### src/two_pkg.sv
`default_nettype none
package two_pkg;
  // ---------------------------------------------------------------
  // Register indices (byte address is four times the index)
  // ---------------------------------------------------------------
  localparam logic [5:0] TWO_IDX_TMR_LOW = 6'h00;
  localparam logic [5:0] TWO_IDX_TMR_CTRL = 6'h01;
  localparam logic [5:0] TWO_IDX_PRESCALE = 6'h02;
  localparam logic [5:0] TWO_IDX_BUZZER_CONTROL = 6'h05;
  localparam logic [5:0] TWO_IDX_INFRARED_CONTROL = 6'h06;
  localparam logic [5:0] TWO_IDX_PWM_SECOND_CONTROL = 6'h0A;
  localparam logic [5:0] TWO_IDX_PWM_SECOND_DUTY_LOW = 6'h0C;
  localparam logic [5:0] TWO_IDX_TIMER_AND_DUTY_HIGH = 6'h0D;
  localparam logic [5:0] TWO_IDX_PWM_THIRD_FOURTH_HIGH = 6'h0E;
  localparam int TWO_ADDR_LSB = 2;

  // ---------------------------------------------------------------
  // Field positions
  // ---------------------------------------------------------------
  localparam int TWO_BZ_EN_BIT = 7;
  localparam int TWO_IR_EN_BIT = 0;
  localparam int TWO_IR_HIGH_BIT = 1;
  localparam int TWO_IR_POL_BIT = 2;
  localparam int TWO_IR_XTAL_BIT = 7;
  localparam int TWO_PWM_OEN_BIT = 7;
  localparam int TWO_PWM_OAL_BIT = 6;
  localparam int TWO_TC_EN_BIT = 0;
  localparam int TWO_TC_RELOAD_BIT = 1;
  localparam int TWO_TC_ONESHOT_BIT = 2;

  // ---------------------------------------------------------------
  // Reset values
  // ---------------------------------------------------------------
  localparam logic [7:0] TWO_BZ_RESET = 8'h0F;
  localparam logic [7:0] TWO_IR_RESET = 8'h00;
  localparam logic [1:0] TWO_PWM_CTRL_RESET = 2'h0;
  localparam logic [2:0] TWO_TC_RESET = 3'h0;
  localparam logic [2:0] TWO_PRESCALE_RESET = 3'h7;
  localparam logic [9:0] TWO_TMR_WRAP = 10'h0FF;

  // ---------------------------------------------------------------
  // Carrier division ratios, in IR input clock cycles
  // ---------------------------------------------------------------
  localparam logic [6:0] TWO_DIV_FAST_HIGH = 7'd64;
  localparam logic [6:0] TWO_DIV_FAST_LOW = 7'd96;
  localparam logic [6:0] TWO_DIV_SLOW_HIGH = 7'd8;
  localparam logic [6:0] TWO_DIV_SLOW_LOW = 7'd12;

  // Down timer run state
  typedef enum logic [1:0] {TS_IDLE, TS_RUN, TS_DONE} two_tmr_state_type;
endpackage
`default_nettype wire

### src/two_ir_carrier.sv
`timescale 1ns/1ps
`default_nettype none
// ---------------------------------------------------------------
// Carrier divider: square wave of period div_ratio cycles
// ---------------------------------------------------------------
module two_ir_carrier (
  // Clock and reset
  input wire logic clk,
  input wire logic rst,
  // Control
  input wire logic run,
  input wire logic [6:0] div_ratio,
  // Carrier
  output logic carrier
);
  import two_pkg::*;

  logic [6:0] cnt_r; // Cycles into the current period
  logic carrier_r; // Carrier level

  // Count through one period, restart at its end or when stopped
  always_ff @(posedge clk or posedge rst) begin
    if (rst) begin
      cnt_r <= 7'h00;
    end else if (!run || cnt_r >= div_ratio - 7'h01) begin
      cnt_r <= 7'h00;
    end else begin
      cnt_r <= cnt_r + 7'h01;
    end
  end

  // High for the first half of each period; ratios are all even
  always_ff @(posedge clk or posedge rst) begin
    if (rst) begin
      carrier_r <= 1'b0;
    end else begin
      carrier_r <= run && (cnt_r < (div_ratio >> 1));
    end
  end

  assign carrier = carrier_r;
endmodule
`default_nettype wire

### src/two_top.sv
// ---------------------------------------------------------------
// Notes on behaviour
// - Codes 0-7: prescaler output, divide 2 to 256
// - Codes 8-15: timer bit given by code
// - Buzzer drives only when enabled; off after reset
// - IR carrier only while IR enable set
// - High select gives 57 kHz, else 38 kHz
// - Polarity picks pin data level that gates carrier
// - Crystal type picks dividers; ignored on internal
// - Carrier clocked only from high-frequency oscillator
// - Internal or 3.58 MHz: divide 64 or 96
// - 455 kHz crystal: divide 8 or 12
// - Second PWM polarity: set means active low
// - Output enable routes PWM to pin, else GPIO
// - Frame period from 10-bit timer reload value
// - Duty is high bits 3:2 plus duty byte
// - Writing high bits 5:4 sets load bits 9:8
// - Reading high bits 5:4 gives running timer bits
// - High register holds second and first duty tops
// - Third/fourth register holds their duty tops
// - PWM inactive until timer equals duty, till underflow
// - Reload on underflow if selected, else from 0xFF
// ---------------------------------------------------------------
`timescale 1ns/1ps
`default_nettype none
module two_top (
  // Clock and reset
  input wire logic clk,
  input wire logic rst,
  // APB slave
  input wire logic psel,
  input wire logic penable,
  input wire logic pwrite,
  input wire logic [7:0] paddr,
  input wire logic [31:0] pwdata,
  output logic [31:0] prdata,
  output logic pready,
  output logic pslverr,
  // Oscillator status pins
  input wire logic hosc_active,
  input wire logic hosc_is_crystal,
  // Port data bit that gates the carrier (same clock)
  input wire logic ir_pin_data,
  // Waveform pins
  output logic buzzer_out,
  output logic ir_carrier_out,
  output logic pwm_second_pin,
  output logic pwm_second_pin_oe
);
  import two_pkg::*;

  // ---------------------------------------------------------------
  // Declarations
  // ---------------------------------------------------------------
  logic [31:0] prdata_r; // Read data held for the answer
  logic pready_r; // One wait state then ready
  logic pslverr_r; // Unmapped address flag
  logic [7:0] buzzer_control_r; // Enable and frequency code
  logic [7:0] infrared_control_r; // Carrier controls
  logic [1:0] pwm_second_control_r; // Out enable, active low
  logic [7:0] pwm_second_duty_r; // Duty low byte
  logic [3:0] duty_top_r; // Second and first duty tops
  logic [3:0] pwm_third_fourth_r; // Fourth and third duty tops
  logic [9:0] tmr_reload_r; // 10-bit load value
  logic [9:0] tmr_r; // Running timer
  logic [2:0] tmr_ctrl_r; // Oneshot, reload, enable
  logic [2:0] prescale_sel_r; // Timer tick rate
  logic [7:0] pre_cnt_r; // Free prescaler counter
  two_tmr_state_type tstate_r; // Timer run state
  logic pwm_act_r; // PWM active phase
  logic [1:0] hosc_sync_r; // Oscillator running, synchronised
  logic [1:0] xtal_sync_r; // Crystal mode, synchronised
  logic buzzer_r; // Buzzer pin level
  logic ir_r; // IR pin level
  logic pwm_pin_r; // PWM pin level
  logic pwm_oe_r; // PWM pin ownership
  logic access; // Access phase with answer ready
  logic wr_en; // Write takes effect
  logic [5:0] idx; // Register index
  logic mapped; // Address hits a register
  logic tick; // Timer count tick
  logic underflow; // Timer passes zero
  logic [8:0] tick_mask; // Prescaler bits for the tick
  logic [9:0] pwm_duty; // Full second channel duty
  logic [6:0] ir_div; // Carrier division ratio
  logic ir_run; // Carrier generator running
  logic ir_carrier; // Raw carrier
  logic buzz_src; // Selected buzzer source
  logic [31:0] rd_mux; // Read data before capture

  // ---------------------------------------------------------------
  // APB decode
  // ---------------------------------------------------------------
  assign idx = paddr[7:TWO_ADDR_LSB];
  assign access = psel && penable && pready_r;
  assign wr_en = access && pwrite && mapped;

  // Address decode; write-only registers still count as mapped
  always_comb begin
    case (idx)
      TWO_IDX_TMR_LOW, TWO_IDX_TMR_CTRL, TWO_IDX_PRESCALE,
      TWO_IDX_BUZZER_CONTROL, TWO_IDX_INFRARED_CONTROL,
      TWO_IDX_PWM_SECOND_CONTROL, TWO_IDX_PWM_SECOND_DUTY_LOW,
      TWO_IDX_TIMER_AND_DUTY_HIGH, TWO_IDX_PWM_THIRD_FOURTH_HIGH: begin
        mapped = 1'b1;
      end
      default: begin
        mapped = 1'b0;
      end
    endcase
  end

  // Read mux; write-only registers read as zero
  always_comb begin
    rd_mux = 32'h0000_0000;
    case (idx)
      TWO_IDX_TMR_LOW: begin
        rd_mux[7:0] = tmr_r[7:0];
      end
      TWO_IDX_TMR_CTRL: begin
        rd_mux[2:0] = tmr_ctrl_r;
        rd_mux[5:4] = tstate_r;
      end
      TWO_IDX_PRESCALE: begin
        rd_mux[2:0] = prescale_sel_r;
      end
      TWO_IDX_PWM_SECOND_CONTROL: begin
        rd_mux[7:6] = pwm_second_control_r;
      end
      TWO_IDX_TIMER_AND_DUTY_HIGH: begin
        // Live timer bits, not the load value
        rd_mux[5:0] = {tmr_r[9:8], duty_top_r};
      end
      TWO_IDX_PWM_THIRD_FOURTH_HIGH: begin
        rd_mux[3:0] = pwm_third_fourth_r;
      end
      default: begin
        rd_mux = 32'h0000_0000;
      end
    endcase
  end

  // Answer one cycle after the access phase opens
  always_ff @(posedge clk or posedge rst) begin
    if (rst) begin
      pready_r <= 1'b0;
      pslverr_r <= 1'b0;
      prdata_r <= 32'h0000_0000;
    end else begin
      pready_r <= psel && penable && !pready_r;
      pslverr_r <= psel && penable && !pready_r && !mapped;
      if (psel && penable && !pready_r && !pwrite) begin
        prdata_r <= rd_mux;
      end
    end
  end

  // ---------------------------------------------------------------
  // Control registers
  // ---------------------------------------------------------------
  // Plain control bytes; a write takes effect at the ready edge
  always_ff @(posedge clk or posedge rst) begin
    if (rst) begin
      buzzer_control_r <= TWO_BZ_RESET;
      infrared_control_r <= TWO_IR_RESET;
      pwm_second_control_r <= TWO_PWM_CTRL_RESET;
      pwm_second_duty_r <= 8'h00;
      duty_top_r <= 4'h0;
      pwm_third_fourth_r <= 4'h0;
      tmr_ctrl_r <= TWO_TC_RESET;
      prescale_sel_r <= TWO_PRESCALE_RESET;
    end else if (wr_en) begin
      case (idx)
        TWO_IDX_BUZZER_CONTROL: begin
          buzzer_control_r <= pwdata[7:0];
        end
        TWO_IDX_INFRARED_CONTROL: begin
          infrared_control_r <= pwdata[7:0];
        end
        TWO_IDX_PWM_SECOND_CONTROL: begin
          pwm_second_control_r <= pwdata[7:6];
        end
        TWO_IDX_PWM_SECOND_DUTY_LOW: begin
          pwm_second_duty_r <= pwdata[7:0];
        end
        TWO_IDX_TIMER_AND_DUTY_HIGH: begin
          duty_top_r <= pwdata[3:0];
        end
        TWO_IDX_PWM_THIRD_FOURTH_HIGH: begin
          pwm_third_fourth_r <= pwdata[3:0];
        end
        TWO_IDX_TMR_CTRL: begin
          tmr_ctrl_r <= pwdata[2:0];
        end
        TWO_IDX_PRESCALE: begin
          prescale_sel_r <= pwdata[2:0];
        end
        default: begin
          tmr_ctrl_r <= tmr_ctrl_r;
        end
      endcase
    end
  end

  // Reload value; high bits replace load bits 9:8 only
  always_ff @(posedge clk or posedge rst) begin
    if (rst) begin
      tmr_reload_r <= TWO_TMR_WRAP;
    end else if (wr_en && idx == TWO_IDX_TMR_LOW) begin
      tmr_reload_r[7:0] <= pwdata[7:0];
    end else if (wr_en && idx == TWO_IDX_TIMER_AND_DUTY_HIGH) begin
      tmr_reload_r[9:8] <= pwdata[5:4];
    end
  end

  // ---------------------------------------------------------------
  // Prescaler and down timer
  // ---------------------------------------------------------------
  // Free running so the buzzer taps always toggle
  always_ff @(posedge clk or posedge rst) begin
    if (rst) begin
      pre_cnt_r <= 8'h00;
    end else begin
      pre_cnt_r <= pre_cnt_r + 8'h01;
    end
  end

  // Tick once per 2^(sel+1) cycles
  assign tick_mask = (9'h002 << prescale_sel_r) - 9'h001;
  assign tick = &(pre_cnt_r | ~tick_mask[7:0]);
  assign underflow = tick && tstate_r == TS_RUN && tmr_r == 10'h000;

  // Run state: one-shot mode parks at zero after one pass
  always_ff @(posedge clk or posedge rst) begin
    if (rst) begin
      tstate_r <= TS_IDLE;
    end else begin
      case (tstate_r)
        TS_IDLE: begin
          if (tmr_ctrl_r[TWO_TC_EN_BIT]) begin
            tstate_r <= TS_RUN;
          end
        end
        TS_RUN: begin
          if (!tmr_ctrl_r[TWO_TC_EN_BIT]) begin
            tstate_r <= TS_IDLE;
          end else if (underflow && tmr_ctrl_r[TWO_TC_ONESHOT_BIT]) begin
            tstate_r <= TS_DONE;
          end
        end
        TS_DONE: begin
          if (!tmr_ctrl_r[TWO_TC_EN_BIT]) begin
            tstate_r <= TS_IDLE;
          end
        end
        default: begin
          tstate_r <= TS_IDLE;
        end
      endcase
    end
  end

  // Counter; a low-byte write also loads the running value
  always_ff @(posedge clk or posedge rst) begin
    if (rst) begin
      tmr_r <= TWO_TMR_WRAP;
    end else if (wr_en && idx == TWO_IDX_TMR_LOW) begin
      tmr_r <= {tmr_reload_r[9:8], pwdata[7:0]};
    end else if (tstate_r == TS_IDLE && tmr_ctrl_r[TWO_TC_EN_BIT]) begin
      tmr_r <= tmr_reload_r;
    end else if (underflow && !tmr_ctrl_r[TWO_TC_ONESHOT_BIT]) begin
      if (tmr_ctrl_r[TWO_TC_RELOAD_BIT]) begin
        tmr_r <= tmr_reload_r;
      end else begin
        tmr_r <= TWO_TMR_WRAP;
      end
    end else if (tick && tstate_r == TS_RUN && tmr_r != 10'h000) begin
      tmr_r <= tmr_r - 10'h001;
    end
  end

  // ---------------------------------------------------------------
  // Second PWM channel
  // ---------------------------------------------------------------
  assign pwm_duty = {duty_top_r[3:2], pwm_second_duty_r};

  // Active from duty match until underflow; idle when stopped
  always_ff @(posedge clk or posedge rst) begin
    if (rst) begin
      pwm_act_r <= 1'b0;
    end else if (tstate_r != TS_RUN || underflow) begin
      pwm_act_r <= 1'b0;
    end else if (tmr_r == pwm_duty) begin
      pwm_act_r <= 1'b1;
    end
  end

  // Pin stage; a clear enable hands the pin back to the port
  always_ff @(posedge clk or posedge rst) begin
    if (rst) begin
      pwm_pin_r <= 1'b0;
      pwm_oe_r <= 1'b0;
    end else begin
      pwm_pin_r <= pwm_act_r ^ pwm_second_control_r[TWO_PWM_OAL_BIT - 6];
      pwm_oe_r <= pwm_second_control_r[TWO_PWM_OEN_BIT - 6];
    end
  end

  // ---------------------------------------------------------------
  // Buzzer
  // ---------------------------------------------------------------
  // Prescaler tap n toggles at clk/2^(n+1); upper codes use timer bits
  always_comb begin
    if (buzzer_control_r[3]) begin
      buzz_src = tmr_r[buzzer_control_r[2:0]];
    end else begin
      buzz_src = pre_cnt_r[buzzer_control_r[2:0]];
    end
  end

  // Registered so a code change cannot glitch the pin
  always_ff @(posedge clk or posedge rst) begin
    if (rst) begin
      buzzer_r <= 1'b0;
    end else begin
      buzzer_r <= buzzer_control_r[TWO_BZ_EN_BIT] && buzz_src;
    end
  end

  // ---------------------------------------------------------------
  // Infrared carrier
  // ---------------------------------------------------------------
  // Oscillator status comes from outside the clock domain
  always_ff @(posedge clk or posedge rst) begin
    if (rst) begin
      hosc_sync_r <= 2'b00;
      xtal_sync_r <= 2'b00;
    end else begin
      hosc_sync_r <= {hosc_sync_r[0], hosc_active};
      xtal_sync_r <= {xtal_sync_r[0], hosc_is_crystal};
    end
  end

  // Divider choice; crystal type matters only in crystal mode
  always_comb begin
    if (!xtal_sync_r[1] || infrared_control_r[TWO_IR_XTAL_BIT]) begin
      ir_div = infrared_control_r[TWO_IR_HIGH_BIT] ?
        TWO_DIV_FAST_HIGH : TWO_DIV_FAST_LOW;
    end else begin
      ir_div = infrared_control_r[TWO_IR_HIGH_BIT] ?
        TWO_DIV_SLOW_HIGH : TWO_DIV_SLOW_LOW;
    end
  end

  // Stops whenever the high oscillator is not running
  assign ir_run = infrared_control_r[TWO_IR_EN_BIT] && hosc_sync_r[1];

  two_ir_carrier u_carrier (
    .clk(clk),
    .rst(rst),
    .run(ir_run),
    .div_ratio(ir_div),
    .carrier(ir_carrier)
  );

  // Gate by pin data at the selected polarity, then register
  always_ff @(posedge clk or posedge rst) begin
    if (rst) begin
      ir_r <= 1'b0;
    end else begin
      ir_r <= ir_run && ir_carrier &&
        (ir_pin_data ^ infrared_control_r[TWO_IR_POL_BIT]);
    end
  end

  // ---------------------------------------------------------------
  // Outputs
  // ---------------------------------------------------------------
  assign prdata = prdata_r;
  assign pready = pready_r;
  assign pslverr = pslverr_r;
  assign buzzer_out = buzzer_r;
  assign ir_carrier_out = ir_r;
  assign pwm_second_pin = pwm_pin_r;
  assign pwm_second_pin_oe = pwm_oe_r;
endmodule
`default_nettype wire

### config.mk
export PLATFORM = sky130hd
export DESIGN_NAME = two_top
export DESIGN_NICKNAME = d
export VERILOG_FILES = /design/src/two_pkg.sv /design/src/two_ir_carrier.sv /design/src/two_top.sv
export SDC_FILE = /design/constraint.sdc
export NUM_CORES = 1
export LEC_CHECK = 0
export ABC_AREA = 1
export BUFFER_PORTS_ARGS = -buffer_cell sky130_fd_sc_hd__buf_2
export CORE_AREA = 4 4 113 115
export CTS_CLUSTER_DIAMETER = 30
export DETAILED_ROUTE_END_ITERATION = 12
export DIE_AREA = 0 0 117 119
export SYNTH_ARGS = -nofsm -noshare
export SYNTH_HDL_FRONTEND = slang
export SYNTH_SLANG_ARGS = --single-unit
### constraint.sdc
create_clock -name clk -period 3.45 [get_ports clk]
set_input_delay 0.5175 -clock clk [delete_from_list [all_inputs] [get_ports clk]]
set_output_delay 0.5175 -clock clk [all_outputs]
set_load 0.01 [all_outputs]
# [Word level (Yosys, flattened, before mapping)]
# Memory sizes are Yosys's and may differ from the RTL's.
# Index checks and enable logic that the tools add are counted.
# W data, S select, Z words.
[word_totals] reg_bits=97 mem_bits_ro=16 input_bits=48 out_inout_bits=38 wordCells=129 memories=1
[memory_table] memory="(name not given)" words=16 width=1 read_ports=1 rd_ports_with_merged_regs=0 write_ports=0 line_no="two_top.sv:100" source="case (idx)"
[classes] addsub=5 magnitude_cmp=4 eq_ne=15 shift=1 muxes=26 bitwise_logic=5 reduce_logical=47
[ops] op="$mux W10" n=5
[ops] op="$eq A6 B4 Y1 const B" n=4
[ops] op="$logic_and A1 B1 Y1" n=20
[ops] op="$reduce_and A2 Y1" n=9
[ops] op="$pmux W3 S5" n=1
[ops] op="$mux W7" n=2
[ops] op="$eq A6 B3 Y1 const B" n=2
[ops] op="$pmux W2 S3" n=2
[ops] op="$eq A10 B10 Y1" n=1
[ops] op="$logic_not A10 Y1" n=1
[ops] op="$reduce_bool A10 Y1" n=1
[ops] op="$sub A10 B1 Y10 const B" n=1
[ops] op="$add A8 B1 Y8 const B" n=1
[ops] op="$mux W2" n=4
[ops] op="$not A8 Y8" n=1
[ops] op="$or A8 B8 Y8" n=1
[ops] op="$reduce_and A8 Y1" n=1
[ops] op="$shl A2 B3 Y8 const A" n=1
[ops] op="$sub A8 B1 Y8 const B" n=1
[ops] op="$add A7 B1 Y7 const B" n=1
[ops] op="$ge A7 B7 Y1" n=1
[ops] op="$lt A7 B6 Y1" n=1
[ops] op="$sub A7 B1 Y7 const B" n=1
[ops] op="$bmux W1 S3" n=2
[ops] op="23 further kinds" n=38

# [Logic depth before layout (Yosys ltp)]
# Gate-level depths: netlist of run 1.
[depth] ltp_word=11 depth_mapped=14 depth_no_buf=14

# [Cells and area by module]
# A second synthesis of run 1 with hierarchy kept.
[hier_totals] cells_unflattened=663 hier_area_um2=5407.7
[by_module_without_submodules] mod="two_top" instances=1 cells_per_inst=553 area_each_um2=4610.7 seq_area_each_um2=2080.7
[by_module_without_submodules] mod="two_ir_carrier" instances=1 cells_per_inst=110 area_each_um2=797.0 seq_area_each_um2=200.2

# [Worst setup path after synthesis of run 1]
# Ideal clock, no wire load.
[synth_path] kind="reg2reg" startpoint="register prescale_sel_r[1]" endpoint="register tmr_r[8]" setup_ns=0.117 t_arrival_ns=1.900 required_ns=3.333 setup_slack_ns=1.433 path_stages_with_launch=15 path_buffers=2 period_less_slack_ns=2.017 cell_sequence="dfstp_2 -> buf_4 -> inv_1 -> nand3_1 -> ha_1 -> or2_2 -> nand3_1 -> nor2_2 -> nand2_2 -> nor2_8 -> nand2_2 -> nand2_2 -> buf_6 -> nand4_1 -> nand2_1"
[synth_via] elab_chain_cells=11 word_cells_on_any_way=13 cone_classes="1 x add/sub; 1 x shift; 3 x mux; 2 x bitwise; 6 x reduce/logical"
[synth_rtl] element="from (decl)" line_no="two_top.sv:67" source="logic [2:0] prescale_sel_r;"
[synth_rtl] element="from (signal assigned)" line_no="two_top.sv:196" source="prescale_sel_r <= pwdata[2:0];"
[synth_rtl] element="$shl A2 B3 Y8 (*)" line_no="two_top.sv:229" source="assign tick_mask = (9'h002 << prescale_sel_r) - 9'h001;"
[synth_rtl] element="$sub A8 B1 Y8 (*)" line_no="two_top.sv:229"
[synth_rtl] element="$not A8 Y8 (*)" line_no="two_top.sv:230" source="assign tick = &(pre_cnt_r | ~tick_mask[7:0]);"
[synth_rtl] element="$or A8 B8 Y8 (*)" line_no="two_top.sv:230"
[synth_rtl] element="$reduce_and A8 Y1 (*)" line_no="two_top.sv:230"
[synth_rtl] element="$logic_and A1 B1 Y1 (*)" line_no="two_top.sv:231, two_top.sv:277"
[synth_rtl] element="$logic_and A1 B1 Y1" line_no="two_top.sv:231" source="assign underflow = tick && tstate_r == TS_RUN && tmr_r == 10'h000;"
[synth_rtl] element="$logic_and A1 B1 Y1" line_no="two_top.sv:271" source="end else if (underflow && !tmr_ctrl_r[TWO_TC_ONESHOT_BIT]) begin"
[synth_rtl] element="$mux W10" line_no="two_top.sv:271"
[synth_rtl] element="$mux W10" line_no="two_top.sv:269" source="end else if (tstate_r == TS_IDLE && tmr_ctrl_r[TWO_TC_EN_BIT]) begin"
[synth_rtl] element="$mux W10" line_no="two_top.sv:267" source="end else if (wr_en && idx == TWO_IDX_TMR_LOW) begin"
[synth_rtl] element="to (signal assigned)" line_no="two_top.sv:268" source="tmr_r <= {tmr_reload_r[9:8], pwdata[7:0]};"
[synth_rtl] element="to (signal assigned)" line_no="two_top.sv:270" source="tmr_r <= tmr_reload_r;"
[synth_rtl] element="to (signal assigned)" line_no="two_top.sv:273" source="tmr_r <= tmr_reload_r;"
[synth_rtl] element="to (decl)" line_no="two_top.sv:65" source="logic [9:0] tmr_r;"
# Mark *: on every way between the ends. The rest lies on a longest branch, timed or not.
# A chain may end at the register's enable or synchronous reset.

# [Final worst setup path of run 1]
# Ends and elaborated chain as after synthesis.

==> metrics.cfg, run 1 <==
[run_status]
outcome=complete, no violations

[pwr]
pwr-share-comb_pct=11.5
powerDensity_nw_per_um2=416.4
p_sw_share_pct=25.80
peakVddDrop_mv=0.2544
power.switching_mw=0.6078
p_leak_nw=2.740
clkPwrFrac_pct=40.8
seqPwrFrac_pct=47.7
intPower_mw=1.748

[clocking]
ctsHoldBuffers=0
cts_resized=0
clk_pin_slew_ns=0.06
cts-root-buf=clkbuf_16
cts_tree=yes
post-cts-setup-buffers=0
insertion_delay_ns=0.35
clock_sinks=90
htreeDepth=3
cts_inserted_buffers=9
clock_path_buffers=2

[synthesis]
yosys_warnings=0
seq_area_frac_synth_pct=44.23
synth_top_area_cell=dfrtp_1
synth_seq_cells=90
yosysTopAreaCellShare_pct=32.51
synth_area_leaders=dfrtp_1 33%, dfstp_2 12%, nand2_1 9.0%, inv_1 4.6%, o21ai_0 4.2%
netlist_instances=608
async_flop_share_pct=100.0
netlist_area_um2=5157
synth-edff-count=0
synth_cell_types=45
synth.avg_cell_area_um2=8.483
ys.flop_type=dfrtp_1

[setup_path]
crit_start=prescale_sel_r[1]
rr_endpoint=tmr_r[8]
path_delay_family=simple AND/OR/NAND/NOR gates
path_depth=12
required_ns=3.69
path_buf_inv=2
ff2ff_path_depth=12
worst-setup-path-type=register to register
critPathMaxStageDelay_ns=0.66
arrival_ns=2.54
cp-end-kind=register
critPathCapture=tmr_r[8]
crit_chain=inv_1, nand3_1, ha_1, nand4_1, nand3_1, nand2_1, nor2_8, nand3_4, inv_2, o21ai_0, nand4_1, nand2_1
cpMaxStageDelayCell=dfstp_2
r2r_start=prescale_sel_r[1]
reg2reg_slack_ns=1.15
cp-start-kind=register
cp_max_fo=10

[timing]
fin_crit_sh_pct=66.70
setup-tns-final_ns=0
fmax_ghz=0.4346
rsz0062_at_grt=no
finalSetupViolCount=0
finalWorstSetupSlack_ns=1.149
finalWorstPathRequiredPeriod_ns=2.301
slew_violations=0
fin_skew_ns=0.01164
hold_viol=0

[route]
vias=4062
drtIter0Drc=212
ant_nets=0
via_per_inst=5.109
drt_pass1_iterations=4
drt_wl_total_um=12130
drc=0
wl_per_cell_um=15.26

[finish]
regArea_um2=2281
antennaDiodeCount=0
fin_cells=795
fill_cells=1157
drive_gt1_share_pct=18.52
multiInputGateArea_um2=2431
fin_nets=708
synthToLayoutAreaGrowth_pct=9.704

[floorplanning]
io_pins=86
core_area_um2=11810
die_w_um=117
design.die.area_um2=13920
std_cell_rows=40
die_h_um=119
start_util_pct=43.67

[global_route]
grt_max_degree=91
track_usage_pct=18.70
grt_pass1_wl_um=20230
grt_overflow_total=0
grt_antenna_before_repair=0
grt_pass1_vias=4038

[run]
max-cap-violations=0

[place]
hpwl_um=8889
port_buffers=35
gp_congestion=0.8888
place_ws_ns=0.9751
dpl.cell_count=780

[hold_path]
min_path_type=input pin to async pin

per-layer routing:
layer | vias up | track usage, % | routed length (µm)
li1 | 2029 | - | -
met1 | 1923 | 25.52 | 5473
met2 | 86 | 28.52 | 5748
met3 | 24 | 2.947 | 520
met4 | 0 | 9.462 | 391
met5 | - | 0 | 0
cell usage after synthesis, types with 3 or more instances:
cell type  count
ha_1          16
o21bai_1       3
nand2_1      124
nand2_2        7
a221oi_1       5
o22ai_1        4
nor3_1         9
a21boi_0       3
buf_4         26
a31oi_1        3
dfstp_2       23
nand4_4        3
a21oi_1       27
o21ai_0       43
inv_1         63
xnor2_1        3
inv_2          7
nor2_1        52
o21ai_2        9
nand3_1       35
nor2_4         4
xor2_1        21
dfrtp_1       67
buf_6          4
o21ai_1        8
nand4_1       11
worst min-delay path by stage:
stage,from,endpoint,slack [ns]
after global routing,hosc_is_crystal,xtal_sync_r[0],0.27
after CTS,hosc_is_crystal,xtal_sync_r[0],0.27
after floorplan,hosc_sync_r[0],hosc_sync_r[1],0.33
final,rst,pre_cnt_r[7],0.26
after global placement,xtal_sync_r[0],xtal_sync_r[1],0.34
after detailed placement,xtal_sync_r[0],xtal_sync_r[1],0.34
power by group through the flow:
stage | Clock (mW) | Sequential (mW) | Combinational (mW)
CTS | 0.986 | 1.12 | 0.273
floorplan | 0 | 1.14 | 0.207
global route | 1.04 | 1.13 | 0.308
global placement | 0 | 1.14 | 0.266
finish | 0.961 | 1.12 | 0.271
detailed placement | 0 | 1.14 | 0.271
cells by family (layout without fill, tap and decap cells):
group           after synthesis  after routing  synth area share (%)
compound gates              113            113                 13.22
xor+xnor                     24             24                 4.076
fa+ha+maj                    16             16                 3.882
buf+inv                     105            122                 10.31
flops                        90             90                 44.23
other cells                   1             24               0.07271
simple gates                259            259                 24.21
area by class of cell:
| cell class | count | share of cell area, % |
|---|---|---|
| clock buffers | 14 | 5.020 |
| clock inverters | 1 | 0.1327 |
| inverters | 71 | 4.865 |
| multi-input cells | 436 | 42.97 |
| flip-flops and latches | 90 | 40.31 |
| well taps | 147 | 3.251 |
| repair buffers | 36 | 3.450 |
worst min-delay path: stages:
cell and delay (ns):
buf_2 0.10, clkinv_2 0.05, buf_12 0.36
state kept, by name (all words and copies together), names as in the netlist, 3 cells and up:
register,flops
tmr_r,10
tmr_reload_r,10
prdata,8
pre_cnt_r,8
pwm_second_duty_r,8
u_carrier.cnt_r,7
buzzer_control_r,5
duty_top_r,4
infrared_control_r,4
pwm_third_fourth_r,4
prescale_sel_r,3
tmr_ctrl_r,3
cells in the final DEF, fill, tap and decap left out, types with 2 or more instances in the layout:
cell type  instances
o21bai_1           3
nand3_2            2
inv_1             62
a21oi_2            2
or2_2              2
nor2_1            52
o22ai_1            4
nand2_1          124
a31oi_1            3
o21ai_2            9
a21boi_0           3
xor2_1            21
conb_1            24
a221oi_1           5
o21a_1             2
a21oi_4            2
nand3_1           35
o21ai_1            8
dfstp_2           23
clkbuf_16          9
nand4_4            3
nand2_2            7
ha_1              16
nor3_1             9
nand3_4            2
inv_2              7
o21ai_0           43
xnor2_1            3
nor2_4             4
nand2_4            2
nand4_1           11
dfrtp_1           67
buf_2             35
a21oi_1           27
clkbuf_8           4
metrics by stage:
stage	hold slack (ns)	util (%)	cell area (µm²)	power, mW
finish	0.2603	47.90	5658	2.356
global route	0.2736	47.90	5658	2.477
CTS	0.2662	47.90	5658	2.382
detailed placement	0.3410	45.43	5366	1.413
global placement	0.3379	45.43	5366	1.407
floorplan	0.3312	-	5244	1.343
Note: power is estimated with default switching activity, not from simulation.
==> inputs of run 2 (changes only) <==
Settings changed: PLACE_DENSITY set to 0.67.
Clock period 3.45 ns to 2 ns, I/O delays scaled along.
==> metrics.cfg, run 2 (same netlist as run 1, synthesis figures left out) <==
[setup_path]
worst-setup-path-type=register to register
required_ns=2.29
ff2ff_path_depth=12
cp-end-kind=register
cp_max_fo=8
arrival_ns=2.34
cp-start-kind=register

[global_route]
grt_overflow_total=0
grt_max_degree=91
grt_pass1_vias=4209
grt_antenna_before_repair=0
grt_pass1_wl_um=20710
track_usage_pct=18.80

[timing]
fin_skew_ns=0.006802
finalWorstPathRequiredPeriod_ns=2.053
slew_violations=0
rsz0062_at_grt=yes
finalWorstSetupSlack_ns=-0.05323
fmax_ghz=0.4870
finalSetupViolCount=5
fin_crit_sh_pct=102.7
hold_viol=0
timing.hold.ws_ns=0.05373

[pwr]
intPower_mw=3.145
p_leak_nw=2.913
pwr-share-comb_pct=12.5
powerDensity_nw_per_um2=700.9
clkPwrFrac_pct=41.8
power.switching_mw=1.070
seqPwrFrac_pct=45.7
finalPower_mw=4.216
peakVddDrop_mv=0.5060
p_sw_share_pct=25.39

[finish]
top_regs=tmr_r (10), tmr_reload_r (10)
drive_gt1_share_pct=25.55
fill_cells=1115
multiInputGateArea_um2=2532
fin_cells=824
regArea_um2=2281
final_area_um2=6015
final_cell_mix=119 x nand2_1, 67 x dfrtp_1, 60 x inv_1
final_common_cell=nand2_1
synthToLayoutAreaGrowth_pct=16.62
fin_nets=736
antennaDiodeCount=0

[floorplanning]
die_h_um=119
design.die.area_um2=13920
io_pins=86
core_area_um2=11810
start_util_pct=43.67
std_cell_rows=40
die_w_um=117

[route]
drt_wl_total_um=12360
vias=4270
via_per_inst=5.182
wl_per_cell_um=15.00
drc=0
drtIter0Drc=253
ant_nets=0
drt_pass1_iterations=5

[place]
port_buffers=35
gp_congestion=0.8745
hpwl_um=9095
dpl_cell_area_um2=5534
place_ws_ns=-0.1561
dpl.cell_count=802

[run_status]
outcome=complete, but fails checks
violations=setup timing

[clocking]
ctsHoldBuffers=0
cts_inserted_buffers=9
clock_path_buffers=2
clock_sinks=90
cts-root-buf=clkbuf_16
clk_pin_slew_ns=0.06
cts_tree=yes
htreeDepth=3
insertion_delay_ns=0.35

[hold_path]
whs_path_depth=1
min_path_type=input pin to register

[run]
max-cap-violations=0

run 2: power groups by stage:
stage | sequential, mW | combinational [mW] | clock [mW]
after floorplan | 1.96 | 0.358 | 0
after global placement | 1.95 | 0.497 | 0
after detailed placement | 1.96 | 0.508 | 0
after CTS | 1.92 | 0.516 | 1.79
after global routing | 1.93 | 0.593 | 1.88
final | 1.93 | 0.528 | 1.76
run 2: per-layer routing:
metal	wire [µm]	GRT usage, %	up-vias
met3	624	4.217	27
li1	-	-	2075
met1	5263	24.47	2033
met5	0	0	-
met2	6063	29.94	135
met4	412	7.814	0
run 2: what timing repair did:
item,4_1_cts,5_1_grt
gates resized for setup,17,20
pin swaps,15,10
setup buffers,4,2
endpoints found under the setup margin,12,19
run 2: layout make-up:
type                    count  area share (%)
multi-input cells         436           42.11
flip-flops and latches     90           37.92
repair buffers             64           7.073
inverters                  71           4.701
clock buffers              14           4.556
well taps                 147           3.058
clock inverters             2          0.5825
run 2: worst max-delay path: stages, from the launching register on:
cell     delay [ns]
dfstp_2        0.60
nand3_4        0.09
ha_4           0.26
or2_4          0.10
nand3_2        0.05
nor2_2         0.09
nand2_2        0.09
nor2_8         0.17
nand3_4        0.17
buf_6          0.16
nand2_2        0.06
nand4_1        0.09
nand2_1        0.07
run 2: stage by stage:
stage               util, %  TNS [ns]
CTS                   50.30   -0.3714
global placement      46.85   -0.2627
detailed placement    46.85   -0.7678
floorplan                 -         0
finish                50.92   -0.1137
global route          50.92    -1.391
run 2: worst paths after layout:
kind	from	to	slack, ns
worst max-delay path	prescale_sel_r[0]	tmr_r[9]	-0.05
worst min-delay path	hosc_is_crystal	xtal_sync_r[0]	0.05
worst max register to register	prescale_sel_r[0]	tmr_r[9]	-0.05
worst min register to register	hosc_sync_r[0]	hosc_sync_r[1]	0.35
max in group asynchronous	rst	tmr_r[1]	1.54
min in group asynchronous	rst	xtal_sync_r[0]	0.08
